[config.mk]
export PLATFORM = sky130hd
export DESIGN_NAME = pss_core
export DESIGN_NICKNAME = d
export VERILOG_FILES = /design/src/rtl/pss_pkg.sv /design/src/rtl/pss_core.sv
export SDC_FILE = /design/constraint.sdc
export NUM_CORES = 1
export LEC_CHECK = 0
export BUFFER_PORTS_ARGS = -buffer_cell sky130_fd_sc_hd__buf_2
export CAP_MARGIN = 10
export CORE_ASPECT_RATIO = 0.75
export CORE_MARGIN = 2
export CORE_UTILIZATION = 30
export CTS_CLUSTER_DIAMETER = 30
export CTS_CLUSTER_SIZE = 12
export DETAILED_ROUTE_END_ITERATION = 7
export PLACE_DENSITY = 0.43
export SKIP_LAST_GASP = 1
export SYNTH_ARGS = -nofsm -noshare
export SYNTH_HDL_FRONTEND = slang
export SYNTH_SLANG_ARGS = --single-unit
export TNS_END_PERCENT = 100
[constraint.sdc]
create_clock -name pclk -period 5 [get_ports pclk]
set_input_delay 0.75 -clock pclk [delete_from_list [all_inputs] [get_ports pclk]]
set_output_delay 0.75 -clock pclk [all_outputs]
set_load 0.005 [all_outputs]
[src/rtl/pss_pkg.sv]
// Shared constants and types for the program sequencer core.
// Assumes one pclk domain and an APB register slave in the core.
`default_nettype none
package pss_pkg;
  // Program counter and instruction word widths
  localparam int PC_W = 11;
  localparam int IW = 16;
  // Return stack depth: 4, 8 or 12 per device variant
  localparam int STK_DEPTH = 8;
  localparam int SP_W = 4;
  localparam logic [SP_W-1:0] STK_FULL = SP_W'(STK_DEPTH);
  // Reset vector, interrupt entry and the no-operation word
  localparam logic [PC_W-1:0] RESET_VEC = 11'h000;
  localparam logic [PC_W-1:0] IRQ_VEC = 11'h004;
  localparam logic [IW-1:0] NOP_WORD = 16'h8000;
  // APB register map
  localparam int APB_AW = 8;
  localparam logic [APB_AW-1:0] OFS_PCL = 8'h00;
  localparam logic [APB_AW-1:0] OFS_STAT = 8'h04;
  localparam logic [APB_AW-1:0] OFS_CTRL = 8'h08;
  localparam int CTRL_RUN = 0;
  localparam logic CTRL_RUN_RST = 1'h1;

  typedef enum logic [1:0] {
    PH_FETCH = 2'b00, PH_EX1 = 2'b01, PH_EX2 = 2'b10, PH_EX3 = 2'b11
  } pss_phase_t;
  typedef enum logic [1:0] {
    CL_ALU = 2'b00, CL_BR = 2'b01, CL_CTL = 2'b10, CL_SKIP = 2'b11
  } pss_class_t;
  typedef enum logic [3:0] {
    F_ADD = 4'b0000, F_ADC = 4'b0001, F_SUB = 4'b0010, F_SBC = 4'b0011,
    F_AND = 4'b0100, F_OR = 4'b0101, F_XOR = 4'b0110, F_CPL = 4'b0111,
    F_RR = 4'b1000, F_RRC = 4'b1001, F_RL = 4'b1010, F_RLC = 4'b1011,
    F_INC = 4'b1100, F_DEC = 4'b1101, F_DAA = 4'b1110, F_MOV = 4'b1111
  } pss_func_t;
  typedef enum logic [1:0] {
    K_NOP = 2'b00, K_RET = 2'b01, K_INTERRUPT_RETURN = 2'b10, K_STA = 2'b11
  } pss_ctl_t;
  typedef enum logic [1:0] {
    S_SZ = 2'b00, S_SNZ = 2'b01, S_SIZ = 2'b10, S_SDZ = 2'b11
  } pss_skip_t;

  // Instruction word; branches use the low PC_W bits as target
  typedef struct packed {
    pss_class_t cls;
    logic [3:0] func;
    logic dst;
    logic spare;
    logic [7:0] addr;
  } pss_instr_t;
  typedef struct packed {
    logic ov;
    logic z;
    logic ac;
    logic c;
  } pss_flags_t;
  typedef struct packed {
    pss_flags_t f;
    logic [7:0] r;
  } pss_alu_t;
  // Data memory port
  typedef struct packed {
    logic we;
    logic [7:0] addr;
    logic [7:0] wdata;
  } pss_dm_t;
endpackage
`default_nettype wire

[src/rtl/pss_core.sv]
// Program sequencer core: four-phase cycle, prefetch, return stack,
// accumulator ALU and an APB register slave.
// Assumes program memory and data memory read combinationally, and
// interrupt logic holds irq_req until it sees irq_ack.
//
// Overview of operation
// - Four phases make one instruction cycle
// - Fetch phase advances counter, fetches word
// - Later phases decode and execute instruction
// - Fetch overlaps execute; branches take two
// - Counter increments unless control is transferred
// - Only counter low byte is software visible
// - Jump, call, interrupt, reset load target
// - Taken skip discards prefetch, runs dummy cycle
// - Low-byte write jumps in page, dummy cycle
// - Return stack hidden from software
// - Call or interrupt acknowledge pushes counter
// - Return instructions pop into counter
// - Reset empties the return stack
// - Full stack withholds acknowledge until return
// - Call on full stack drops oldest
// - Stack depth is four, eight or twelve
// - ALU updates status flags and destination
// - ALU arithmetic, logic, rotate, increment, decrement
// - Execution starts at address zero
`timescale 1ns/1ps
`default_nettype none
module pss_core (
  input wire logic pclk,
  input wire logic presetn,
  input wire logic psel,
  input wire logic penable,
  input wire logic pwrite,
  input wire logic [pss_pkg::APB_AW-1:0] paddr,
  input wire logic [31:0] pwdata,
  output logic [31:0] prdata,
  output logic pready,
  output logic pslverr,
  output logic [pss_pkg::PC_W-1:0] pm_addr,
  input wire logic [pss_pkg::IW-1:0] pm_rdata,
  output var pss_pkg::pss_dm_t dm,
  input wire logic [7:0] dm_rdata,
  input wire logic irq_req,
  output logic irq_ack
);
  import pss_pkg::*;

  ////////////////////////////////////////////////////////////////////
  // State
  pss_phase_t ph_q;
  logic run_q;
  logic [PC_W-1:0] pc_q;
  logic [PC_W-1:0] pfa_q;
  logic [IW-1:0] pf_q;
  pss_instr_t ir_q;
  logic flush_q;
  logic [7:0] opnd_q;
  logic [7:0] acc_q;
  pss_flags_t flg_q;
  logic [PC_W-1:0] stk_q [STK_DEPTH];
  logic [SP_W-1:0] cnt_q;
  pss_dm_t dm_q;
  logic ack_q;
  logic pcl_pend_q;
  logic [7:0] pcl_val_q;
  logic [31:0] prdata_q;
  logic pready_q;
  logic pslverr_q;
  logic live_q;

  ////////////////////////////////////////////////////////////////////
  // Accumulator ALU; carry set after subtract means no borrow
  function automatic pss_alu_t alu_op(input pss_func_t fn,
                                      input logic [7:0] a,
                                      input logic [7:0] m,
                                      input pss_flags_t fi);
    logic sub;
    logic cin;
    logic [7:0] b;
    logic [8:0] s;
    logic [4:0] h;
    begin
      alu_op.f = fi;
      alu_op.r = 8'h00;
      sub = (fn == F_SUB) || (fn == F_SBC);
      b = sub ? ~m : m;
      cin = (fn == F_ADC || fn == F_SBC) ? fi.c : sub;
      s = {1'h0, a} + {1'h0, b} + {8'h00, cin};
      h = {1'h0, a[3:0]} + {1'h0, b[3:0]} + {4'h0, cin};
      unique case (fn)
        F_ADD, F_ADC, F_SUB, F_SBC:
        begin
          alu_op.r = s[7:0];
          alu_op.f.c = s[8];
          alu_op.f.ac = h[4];
          alu_op.f.ov = (a[7] == b[7]) && (s[7] != a[7]);
        end
        F_AND: alu_op.r = a & m;
        F_OR: alu_op.r = a | m;
        F_XOR: alu_op.r = a ^ m;
        F_CPL: alu_op.r = ~m;
        F_RR: alu_op.r = {m[0], m[7:1]};
        F_RRC:
        begin
          alu_op.r = {fi.c, m[7:1]};
          alu_op.f.c = m[0];
        end
        F_RL: alu_op.r = {m[6:0], m[7]};
        F_RLC:
        begin
          alu_op.r = {m[6:0], fi.c};
          alu_op.f.c = m[7];
        end
        F_INC: alu_op.r = m + 8'h01;
        F_DEC: alu_op.r = m - 8'h01;
        F_DAA:
        begin
          // Low nibble fix first, then high nibble from its result
          b = (a[3:0] > 4'h9 || fi.ac) ? 8'h06 : 8'h00;
          s = {1'h0, a} + {1'h0, b};
          alu_op.f.c = fi.c || s[8] || (s[7:4] > 4'h9);
          alu_op.r = s[7:0] + (alu_op.f.c ? 8'h60 : 8'h00);
        end
        F_MOV: alu_op.r = m;
      endcase
      // Rotates and moves leave the zero flag alone
      if (!(fn inside {F_RR, F_RRC, F_RL, F_RLC, F_MOV}))
        alu_op.f.z = (alu_op.r == 8'h00);
    end
  endfunction

  ////////////////////////////////////////////////////////////////////
  // Decode of the executing word, valid through the later phases
  wire logic fe = run_q && (ph_q == PH_FETCH);
  wire logic ex = run_q && (ph_q == PH_EX3);
  wire pss_ctl_t ck = pss_ctl_t'(ir_q.func[3:2]);
  wire pss_skip_t sk = pss_skip_t'(ir_q.func[3:2]);
  wire logic is_alu = (ir_q.cls == CL_ALU);
  wire logic is_br = (ir_q.cls == CL_BR);
  wire logic is_call = is_br && ir_q.func[3];
  wire logic is_ret = (ir_q.cls == CL_CTL) && (ck == K_RET || ck == K_INTERRUPT_RETURN);
  wire logic is_sta = (ir_q.cls == CL_CTL) && (ck == K_STA);
  wire logic is_skip = (ir_q.cls == CL_SKIP);
  wire logic [PC_W-1:0] jt = ir_q[PC_W-1:0];
  wire logic [PC_W-1:0] top = stk_q[0];
  wire logic [PC_W-9:0] pc_hi = pc_q[PC_W-1:8];

  // Skip tests; increment and decrement forms write back first
  wire logic [7:0] sv = (sk == S_SIZ) ? opnd_q + 8'h01 : opnd_q - 8'h01;
  wire logic skip_hit = is_skip && ((sk == S_SZ) ? opnd_q == 8'h00 :
                                    (sk == S_SNZ) ? opnd_q != 8'h00 :
                                    sv == 8'h00);
  wire logic skip_wr = is_skip && (sk == S_SIZ || sk == S_SDZ);

  // Redirects; a pending low-byte write waits behind a branch
  wire logic full = (cnt_q == STK_FULL);
  wire logic redir = is_br || is_ret || skip_hit;
  wire logic pcl_go = ex && pcl_pend_q && !redir;
  wire logic irq_go = ex && irq_req && !full && !redir && !pcl_pend_q;
  wire logic push = (ex && is_call) || irq_go;
  wire logic pop = ex && is_ret;
  wire logic flush_d = (ex && redir) || irq_go || pcl_go;
  wire logic tgt_ld = irq_go || pcl_go || (ex && (is_br || is_ret));
  wire logic [PC_W-1:0] tgt = irq_go ? IRQ_VEC :
                              is_ret ? top :
                              is_br ? jt : {pc_hi, pcl_val_q};

  // Result routing to accumulator or data memory
  wire pss_alu_t ar = alu_op(pss_func_t'(ir_q.func), acc_q, opnd_q, flg_q);
  wire logic [7:0] res = is_alu ? ar.r : is_skip ? sv : acc_q;
  wire logic wr_acc = ex && (is_alu || skip_wr) && !ir_q.dst;
  wire logic wr_mem = ex && (((is_alu || skip_wr) && ir_q.dst) || is_sta);

  ////////////////////////////////////////////////////////////////////
  // APB decode; stack has no address so it stays hidden
  wire logic setup = psel && !penable;
  wire logic wr = psel && penable && pwrite && pready_q;
  wire logic a_pcl = (paddr == OFS_PCL);
  wire logic a_st = (paddr == OFS_STAT);
  wire logic a_ct = (paddr == OFS_CTRL);
  wire logic bad = !(a_pcl || a_ct || (a_st && !pwrite));
  wire logic [31:0] rd = a_pcl ? {24'h000000, pc_q[7:0]} :
                         a_st ? {14'h0000, ph_q, cnt_q, flg_q, acc_q} :
                         a_ct ? {31'h00000000, run_q} : 32'h00000000;

  ////////////////////////////////////////////////////////////////////
  // Phase counter; clearing run freezes the cycle where it stands
  always_ff @(posedge pclk or negedge presetn)
    if (!presetn)
    begin
      ph_q <= PH_FETCH;
      run_q <= CTRL_RUN_RST;
    end
    else
    begin
      if (run_q)
        ph_q <= pss_phase_t'(ph_q + 2'h1);
      if (wr && a_ct)
        run_q <= pwdata[CTRL_RUN];
    end

  // Fetch in the first phase while the previous word executes
  always_ff @(posedge pclk or negedge presetn)
    if (!presetn)
    begin
      pc_q <= RESET_VEC;
      pfa_q <= RESET_VEC;
      pf_q <= NOP_WORD;
      ir_q <= NOP_WORD;
      flush_q <= 1'h0;
    end
    else if (fe)
    begin
      ir_q <= flush_q ? NOP_WORD : pf_q;
      pf_q <= pm_rdata;
      pfa_q <= pc_q;
      pc_q <= pc_q + 1'h1;
      flush_q <= 1'h0;
    end
    else if (ex)
    begin
      if (tgt_ld)
        pc_q <= tgt;
      flush_q <= flush_d;
    end

  // Operand address in phase two, operand latched in phase three, results written in phase four
  always_ff @(posedge pclk or negedge presetn)
    if (!presetn)
    begin
      opnd_q <= 8'h00;
      acc_q <= 8'h00;
      flg_q <= '0;
      dm_q <= '0;
      ack_q <= 1'h0;
    end
    else
    begin
      dm_q.we <= wr_mem;
      ack_q <= irq_go;
      if (run_q && ph_q == PH_EX1)
        dm_q.addr <= ir_q.addr;
      if (run_q && ph_q == PH_EX2)
        opnd_q <= dm_rdata;
      if (wr_mem)
        dm_q.wdata <= res;
      if (wr_acc)
        acc_q <= res;
      if (ex && is_alu)
        flg_q <= ar.f;
    end

  ////////////////////////////////////////////////////////////////////
  // Shift-register stack; a push when full drops the bottom entry
  for (genvar i = 0; i < STK_DEPTH; i++)
  begin : g_stk
    wire logic [PC_W-1:0] up = (i == 0) ? pfa_q :
                                 stk_q[(i + STK_DEPTH - 1) % STK_DEPTH];
    wire logic [PC_W-1:0] dn = (i == STK_DEPTH - 1) ? RESET_VEC :
                                 stk_q[(i + 1) % STK_DEPTH];
    always_ff @(posedge pclk or negedge presetn)
      if (!presetn)
        stk_q[i] <= RESET_VEC;
      else if (push)
        stk_q[i] <= up;
      else if (pop)
        stk_q[i] <= dn;
  end

  // Fill level; saturates because overflow discards, not wraps
  always_ff @(posedge pclk or negedge presetn)
    if (!presetn)
      cnt_q <= '0;
    else if (push && !full)
      cnt_q <= cnt_q + 1'h1;
    else if (pop && cnt_q != '0)
      cnt_q <= cnt_q - 1'h1;

  ////////////////////////////////////////////////////////////////////
  // APB answers one cycle after setup, no wait states
  always_ff @(posedge pclk or negedge presetn)
    if (!presetn)
    begin
      prdata_q <= 32'h00000000;
      pready_q <= 1'h0;
      pslverr_q <= 1'h0;
      pcl_pend_q <= 1'h0;
      pcl_val_q <= 8'h00;
    end
    else
    begin
      pready_q <= setup;
      if (setup)
      begin
        prdata_q <= rd;
        pslverr_q <= bad;
      end
      // New write wins over a jump consuming the old one
      if (wr && a_pcl)
      begin
        pcl_pend_q <= 1'h1;
        pcl_val_q <= pwdata[7:0];
      end
      else if (pcl_go)
        pcl_pend_q <= 1'h0;
    end

  // Checks wait one clock past reset, since the release edge still resets
  always_ff @(posedge pclk or negedge presetn)
    if (!presetn)
      live_q <= 1'h0;
    else
      live_q <= 1'h1;

  // Every output straight from a flip-flop
  assign prdata = prdata_q;
  assign pready = pready_q;
  assign pslverr = pslverr_q;
  assign pm_addr = pc_q;
  assign dm = dm_q;
  assign irq_ack = ack_q;
endmodule
`default_nettype wire

==> results of run 1 <==
-- per-layer routing --
| layer | global-route usage | vias up | wire length [um] |
|---|---|---|---|
| met5 | 0 | - | 0 |
| met4 | 0.05248 | 0 | 896 |
| met3 | 0.04526 | 74 | 2725 |
| met2 | 0.2449 | 286 | 14770 |
| met1 | 0.2736 | 4911 | 19090 |
| li1 | - | 4788 | - |
-- final cells by class --
cell class,count,area [um^2],share of cell area
Clock buffer,71,1503,0.1018
Clock inverter,23,321.6,0.02179
Inverter,44,165.2,0.01119
Multi-Input combinational cell,936,6006,0.4070
Sequential cell,217,5434,0.3682
Tap cell,520,650.6,0.04409
Timing Repair Buffer,117,678.2,0.04595
-- registers in the layout, summed over array words and instances, names as in the netlist, 2 cells and up --
name       cells
flg_q          4
g_stk.up      22
ir_q          14
ck             2
cnt_q          4
g_stk.dn      77
ph_q           2
prdata        18
opnd_q         8
pm_addr       11
dm            17
pcl_val_q      8
acc_q          8
pf_q          16
-- worst paths after layout --
| kind | start | cells after the start | to |
|---|---|---|---|
| max | acc_q[1] | 17 | acc_q[5] |
| min | presetn | 1 | prdata[13] |
| min reg2reg | prdata[2] | 2 | prdata[2] |
| min in group pclk | pm_rdata[2] | 3 | pf_q[2] |
| max reg2reg | acc_q[1] | 17 | acc_q[5] |
| max in group asynchronous | presetn | 2 | pm_addr[1] |
-- layout by cell type (no fill, tap or decap), drive strengths merged, types with 9 or more instances in the layout --
master,Yosys,layout
dfrtp,214,214
a22o,26,26
mux2,44,44
o21ai,147,147
and2,9,9
nand2b,10,10
inv,42,43
a22oi,83,83
nand3,31,31
nand2,249,249
clkinv,2,13
a21oi,26,26
xnor2,25,25
conb,1,14
buf,41,117
ha,39,39
a31oi,15,15
mux2i,28,28
clkbuf,63,71
nor3,13,13
nor2,35,35
-- report_power, final --
group | switching (mW) | internal [mW]
Sequential | 0.0562 | 1.80
Combinational | 0.150 | 0.0804
Clock | 1.07 | 2.39
-- through the flow --
| step | total power, mW | utilization | setup slack [ns] |
|---|---|---|---|
| 4_1_cts | 5.613 | 0.3737 | 0.4056 |
| 5_1_grt | 5.756 | 0.3737 | 0.09129 |
| 2_1_floorplan | 1.976 | - | 1.046 |
| 6_report | 5.539 | 0.3737 | 0.3883 |
| 3_3_place_gp | 2.106 | 0.3275 | 0.6125 |
| 3_5_place_dp | 2.107 | 0.3275 | 0.4150 |
-- cells by family after synthesis --
family / synth area share
other: 0.0003118
multiplexers: 0.06451
AO/OA/AOI/OAI: 0.2154
adder cells (fa/ha/maj): 0.04890
flip-flops: 0.4519
buffers and inverters: 0.05348
AND/OR/NAND/NOR: 0.1444
XOR/XNOR: 0.02112
==> run metrics, run 1 <==
crit-path max cell delay=0.55 ns; asr flop ratio synth=1.000; Final #Nets=1,481; site row count=between 60 and 70; Max-Cap Viols=0; Layout Cell Area excl Fill=14,760 um^2; internal reg-to-reg setup slack=0.39 ns; GP Congestion=about 0.90; IO Port Bufs=94; total detailed-routing wirelength=37,490 um; non-filler instance count after layout=between 1,500 and 2,000; largest area contributor in the synthesized netlist=dfrtp_1; Setup Crit Path Kind=flop to flop; top fanout value on the critical path=8; Cell variety after synth=76; crit path max-delay cell type=a221oi_1; fraction of layout cells with a size suffix above 1=0.1896; DIE WIDTH=235.2 um; count of nets left with antenna violations after detail routing=0; top-area cell type share of the netlist area=0.4453; Min-Delay Path Class=input pin to asynchronous set/reset pin; hold_ws=0.2330 ns; Final Max Slew Viols=0; post-CTS sizing=0; Iter 0 DRT Violations=1,011; Overflow after GRT=0; clock edge transition at the registers on the reported setup and hold paths=about 0.05 ns; wire length of the first global-routing pass=58,880 um; Starting Density=0.3045; number of buffers inserted by post-CTS setup repair=0; number of levels in the clock H-tree=2; number of remaining DRC errors=0; placed inst area=12,930 um^2; Layout fillers=between 4,000 and 5,000; clock root buffer=clkbuf_16; number of hold violations in the final report=0; maximum clock frequency=between 200 and 250 MHz; setup TNS=0 ns; register area share after synthesis=0.4519; largest cells by area after synthesis=dfrtp_1 (45%), nand2_1 (7.8%), o21ai_0 (5.7%), a22oi_1 (5.2%), mux2_2 (4.1%); area added between synthesis and finish=22.72%; clk_skew=between 0.02 and 0.03 ns; via count of the first global-routing pass=between 9,000 and 10,000; power density relative to cell area=roughly 380 nW/um^2; via count=just over 10,000; area of the core=between 30,000 and 40,000 um^2; crit share post-route=0.9223; via count normalized by instance count=between 5 and 6; run status=completed; Min Clock Period, post-route=4.612 ns; transition time at the pin with the least slew margin=between 1 and 1.5 ns; Startpoint Class=flop; critical path data required time=5.42 ns; setup violators final=0; ANT cells=0; Top Family by Delay on Critical Path=compound AO/OA/AOI/OAI gates; endpoint type of the worst setup path=flop; clock latency on the worst-skew pair=between 0.5 and 0.6 ns; worst slew margin relative to its limit=0.3254; Arrival @ worst endpoint=just over 5 ns; hold-fix buffer count after cts=0; Peak supply drop=around 230 uV; die boundary height=between 150 and 200 um; clock tree from TritonCTS=done; initial antenna violation count=0; first-pass iteration count of the detailed router=6; most frequently used flop master after synthesis=dfrtp_1; global-route usage over all layers=0.1794; cell types with the highest counts after synthesis=nand2_1 (249), dfrtp_1 (214), o21ai_0 (137), a22oi_1 (83), clkbuf_1 (63); boundary pin count=about 130; instance count of the mapped netlist=around 1,300; total clock buffers created by CTS=a little over 50; number of flops mapped to enable cells by yosys=0; number of buffers and inverters on the critical path=3; RSZ-0062 raised after global routing=false; number of sinks driven by the clock tree=roughly 220; Mapped Avg Cell Area=between 9 and 10 um^2; number of flip-flops and latches in the synthesized netlist=217; cell breakdown of the critical path=o21ai_0 -> nand2b_1 -> ha_1 -> inv_1 -> fa_1 -> nor3_1 -> buf_4 -> a31oi_1 -> a221oi_1 -> inv_1 -> ha_1 -> a222oi_1 -> nand2_1 -> a311oi_1 -> a21oi_1 -> a221oi_1 -> a21oi_1; routed wire length per instance=approximately 19 um; total number of yosys warnings=0; total instance count after detailed placement=about 1,800; Clock Path Buffers=3; most used standard cell by instance count after synthesis=nand2_1; combined area of all synthesized cells=12,030 um^2; leakage=between 6 and 7 nW; HPWL after detailed placement=25,360 um; Die Area=41,720 um^2; maximum number of pins on one net before global-route repair=around 110
Power figures use the tool's default switching activity.
==> inputs of run 2 (changes only) <==
==> constraint.sdc (replaced) <==
create_clock -name pclk -period 5 [get_ports pclk]
set_input_delay 1.5 -clock pclk [delete_from_list [all_inputs] [get_ports pclk]]
set_output_delay 1.5 -clock pclk [all_outputs]
set_load 0.005 [all_outputs]
==> run 2 against run 1 <==
Net effect:
- hold slack gained 0.23 ns
- routed wire length grew 1.1%
- clock-buffer cell count shrank 4
- register-to-register slack gained 0.15 ns
- non-clock buffer count grew 7
- design area grew 0.73%
- global-route usage grew 0.090 points
==> run metrics, run 2 (synthesized netlist as in run 1, its figures left out) <==
boundary pin count=approximately 130; Final #Nets=about 1,500; via count normalized by instance count=~5.2; number of sinks driven by the clock tree=217; site row count=63; top fanout value on the critical path=7; Setup Crit Path Kind=flop to flop; Logic pwr share=0.041; Top Family by Delay on Critical Path=compound AO/OA/AOI/OAI gates; Layout fillers=a little under 4,000; endpoint type of the worst setup path=flop; Arrival @ worst endpoint=slightly below 5 ns; clock tree from TritonCTS=done; total instance count after detailed placement=~1,800; cell breakdown of the critical path=o21ai_0 -> nand2b_1 -> ha_1 -> inv_1 -> fa_1 -> nor3_1 -> buf_4 -> a31oi_1 -> a221oi_1 -> inv_1 -> ha_1 -> a222oi_1 -> nand2_1 -> a311oi_1 -> a21oi_1 -> a221oi_1 -> a21oi_1; wire length of the first global-routing pass=58,930 um; clock network power share=0.631; fraction of layout cells with a size suffix above 1=0.1956; clock latency on the worst-skew pair=0.57 ns; clock edge transition at the registers on the reported setup and hold paths=roughly 0.050 ns; commonest non-fill, non-tap cell in the layout=nand2_1; switching pwr=1.298 mW; Int Power=4.358 mW; power density relative to cell area=~380 nW/um^2; GP Congestion=approximately 0.91; global-route usage over all layers=0.1803; crit share post-route=0.8925; setup violators final=0; portion of total power attributed to sequential cells=0.327; maximum clock frequency=roughly 220 MHz; worst setup slack before clock tree synthesis=between 0.5 and 0.6 ns; clk_skew=around 0.019 ns; RSZ-0062 raised after global routing=false; Final Max Slew Viols=0; clock root buffer=clkbuf_16; Peak supply drop=about 240 uV; maximum number of pins on one net before global-route repair=93; number of levels in the clock H-tree=2; count of nets left with antenna violations after detail routing=0; Max-Cap Viols=0; first-pass iteration count of the detailed router=8; crit path max-delay cell type=a221oi_1; leading cell types in the layout, fill and taps excluded=nand2_1 (247), dfrtp_1 (214), o21ai_0 (137); initial antenna violation count=0; transition time at the pin with the least slew margin=roughly 1 ns; switching share of power=0.2295; number of buffers inserted by post-CTS setup repair=0; worst setup slack after layout=0.5377 ns; Die Area=roughly 42,000 um^2; crit-path max cell delay=between 0.5 and 0.6 ns; hold_ws=about 0.46 ns; area added between synthesis and finish=23.62%; leakage=approximately 6.6 nW; placed inst area=12,990 um^2; Min Clock Period, post-route=4.462 ns; ANT cells=0; Clock Path Buffers=3; die boundary height=between 150 and 200 um; total detailed-routing wirelength=about 38,000 um; number of remaining DRC errors=0; DIE WIDTH=235.2 um; run status=completed; post-route core utilization=0.3764; total clock buffers created by CTS=between 50 and 60; number of hold violations in the final report=0; via count of the first global-routing pass=a little under 10,000; Layout Cell Area excl Fill=around 15,000 um^2; Startpoint Class=flop; HPWL after detailed placement=25,950 um; area of the core=a little under 40,000 um^2; post-CTS sizing=0; total chip power=around 5.7 mW; number of flip-flops in the largest register=slightly below 80; critical path data required time=roughly 5.4 ns; Min-Delay Path Class=flop to flop; number of buffers and inverters on the critical path=3; setup TNS=0 ns; IO Port Bufs=between 90 and 100; non-filler instance count after layout=~1,900; Overflow after GRT=0; hold-fix buffer count after cts=0; via count=10,147; worst slew margin relative to its limit=0.3284; routed wire length per instance=19.57 um; Iter 0 DRT Violations=slightly below 900; Starting Density=0.3045
[run 2: changes by cell type in the layout (fill, tap and decap cells not counted), sizes merged]
cell / delta
buf: +7
inv: +5
clkbuf: -4
clkinvlp: -3
bufinv: +2
clkinv: +1
[run 2: cell type report]
type | count | area (um^2) | area share
repair buffers | 124 | 730.7 | 0.04915
clock inverters | 28 | 411.6 | 0.02769
well taps | 520 | 650.6 | 0.04377
clock buffers | 67 | 1468 | 0.09873
flip-flops and latches | 217 | 5434 | 0.3655
inverters | 44 | 165.2 | 0.01111
multi-input cells | 936 | 6006 | 0.4040
[run 2: power groups by stage]
stage                     Combinational (mW)  Clock, mW  Sequential (mW)
after detailed placement               0.234          0             1.88
after global placement                 0.234          0             1.88
after global routing                   0.260       3.75             1.85
final                                  0.234       3.57             1.85
after floorplan                        0.131          0             1.84
after CTS                              0.235       3.65             1.85
[run 2: metal layers]
metal,GRT usage,vias up,wire (um)
li1,-,4798,-
met1,0.2752,4949,19320
met2,0.2515,342,15050
met3,0.04122,58,2763
met4,0.04800,0,755
met5,0,-,0
[run 2: worst register-to-register path, cell delays in order, from the launching register on]
cell and delay (ns):
dfrtp_1 0.47, o21ai_0 0.14, nand2b_1 0.14, ha_1 0.18, inv_1 0.05, fa_1 0.42, nor3_1 0.21, buf_4 0.18
a31oi_1 0.08, a221oi_1 0.54, inv_1 0.10, ha_1 0.29, a222oi_1 0.33, nand2_1 0.09, a311oi_1 0.40, a21oi_1 0.10
a221oi_1 0.44, a21oi_1 0.13
[run 2: path summary, 6_finish.rpt]
kind	from	to	slack, ns	depth (start not counted)
worst max-delay path	acc_q[2]	dm[5]	0.54	17
worst min-delay path	pf_q[15]	pf_q[15]	0.46	2
worst max register to register	acc_q[2]	dm[5]	0.54	17
worst min register to register	pf_q[15]	pf_q[15]	0.46	2
max in group asynchronous	presetn	g_stk[5].dn[10]	3.11	2
min in group asynchronous	presetn	prdata[12]	0.94	1
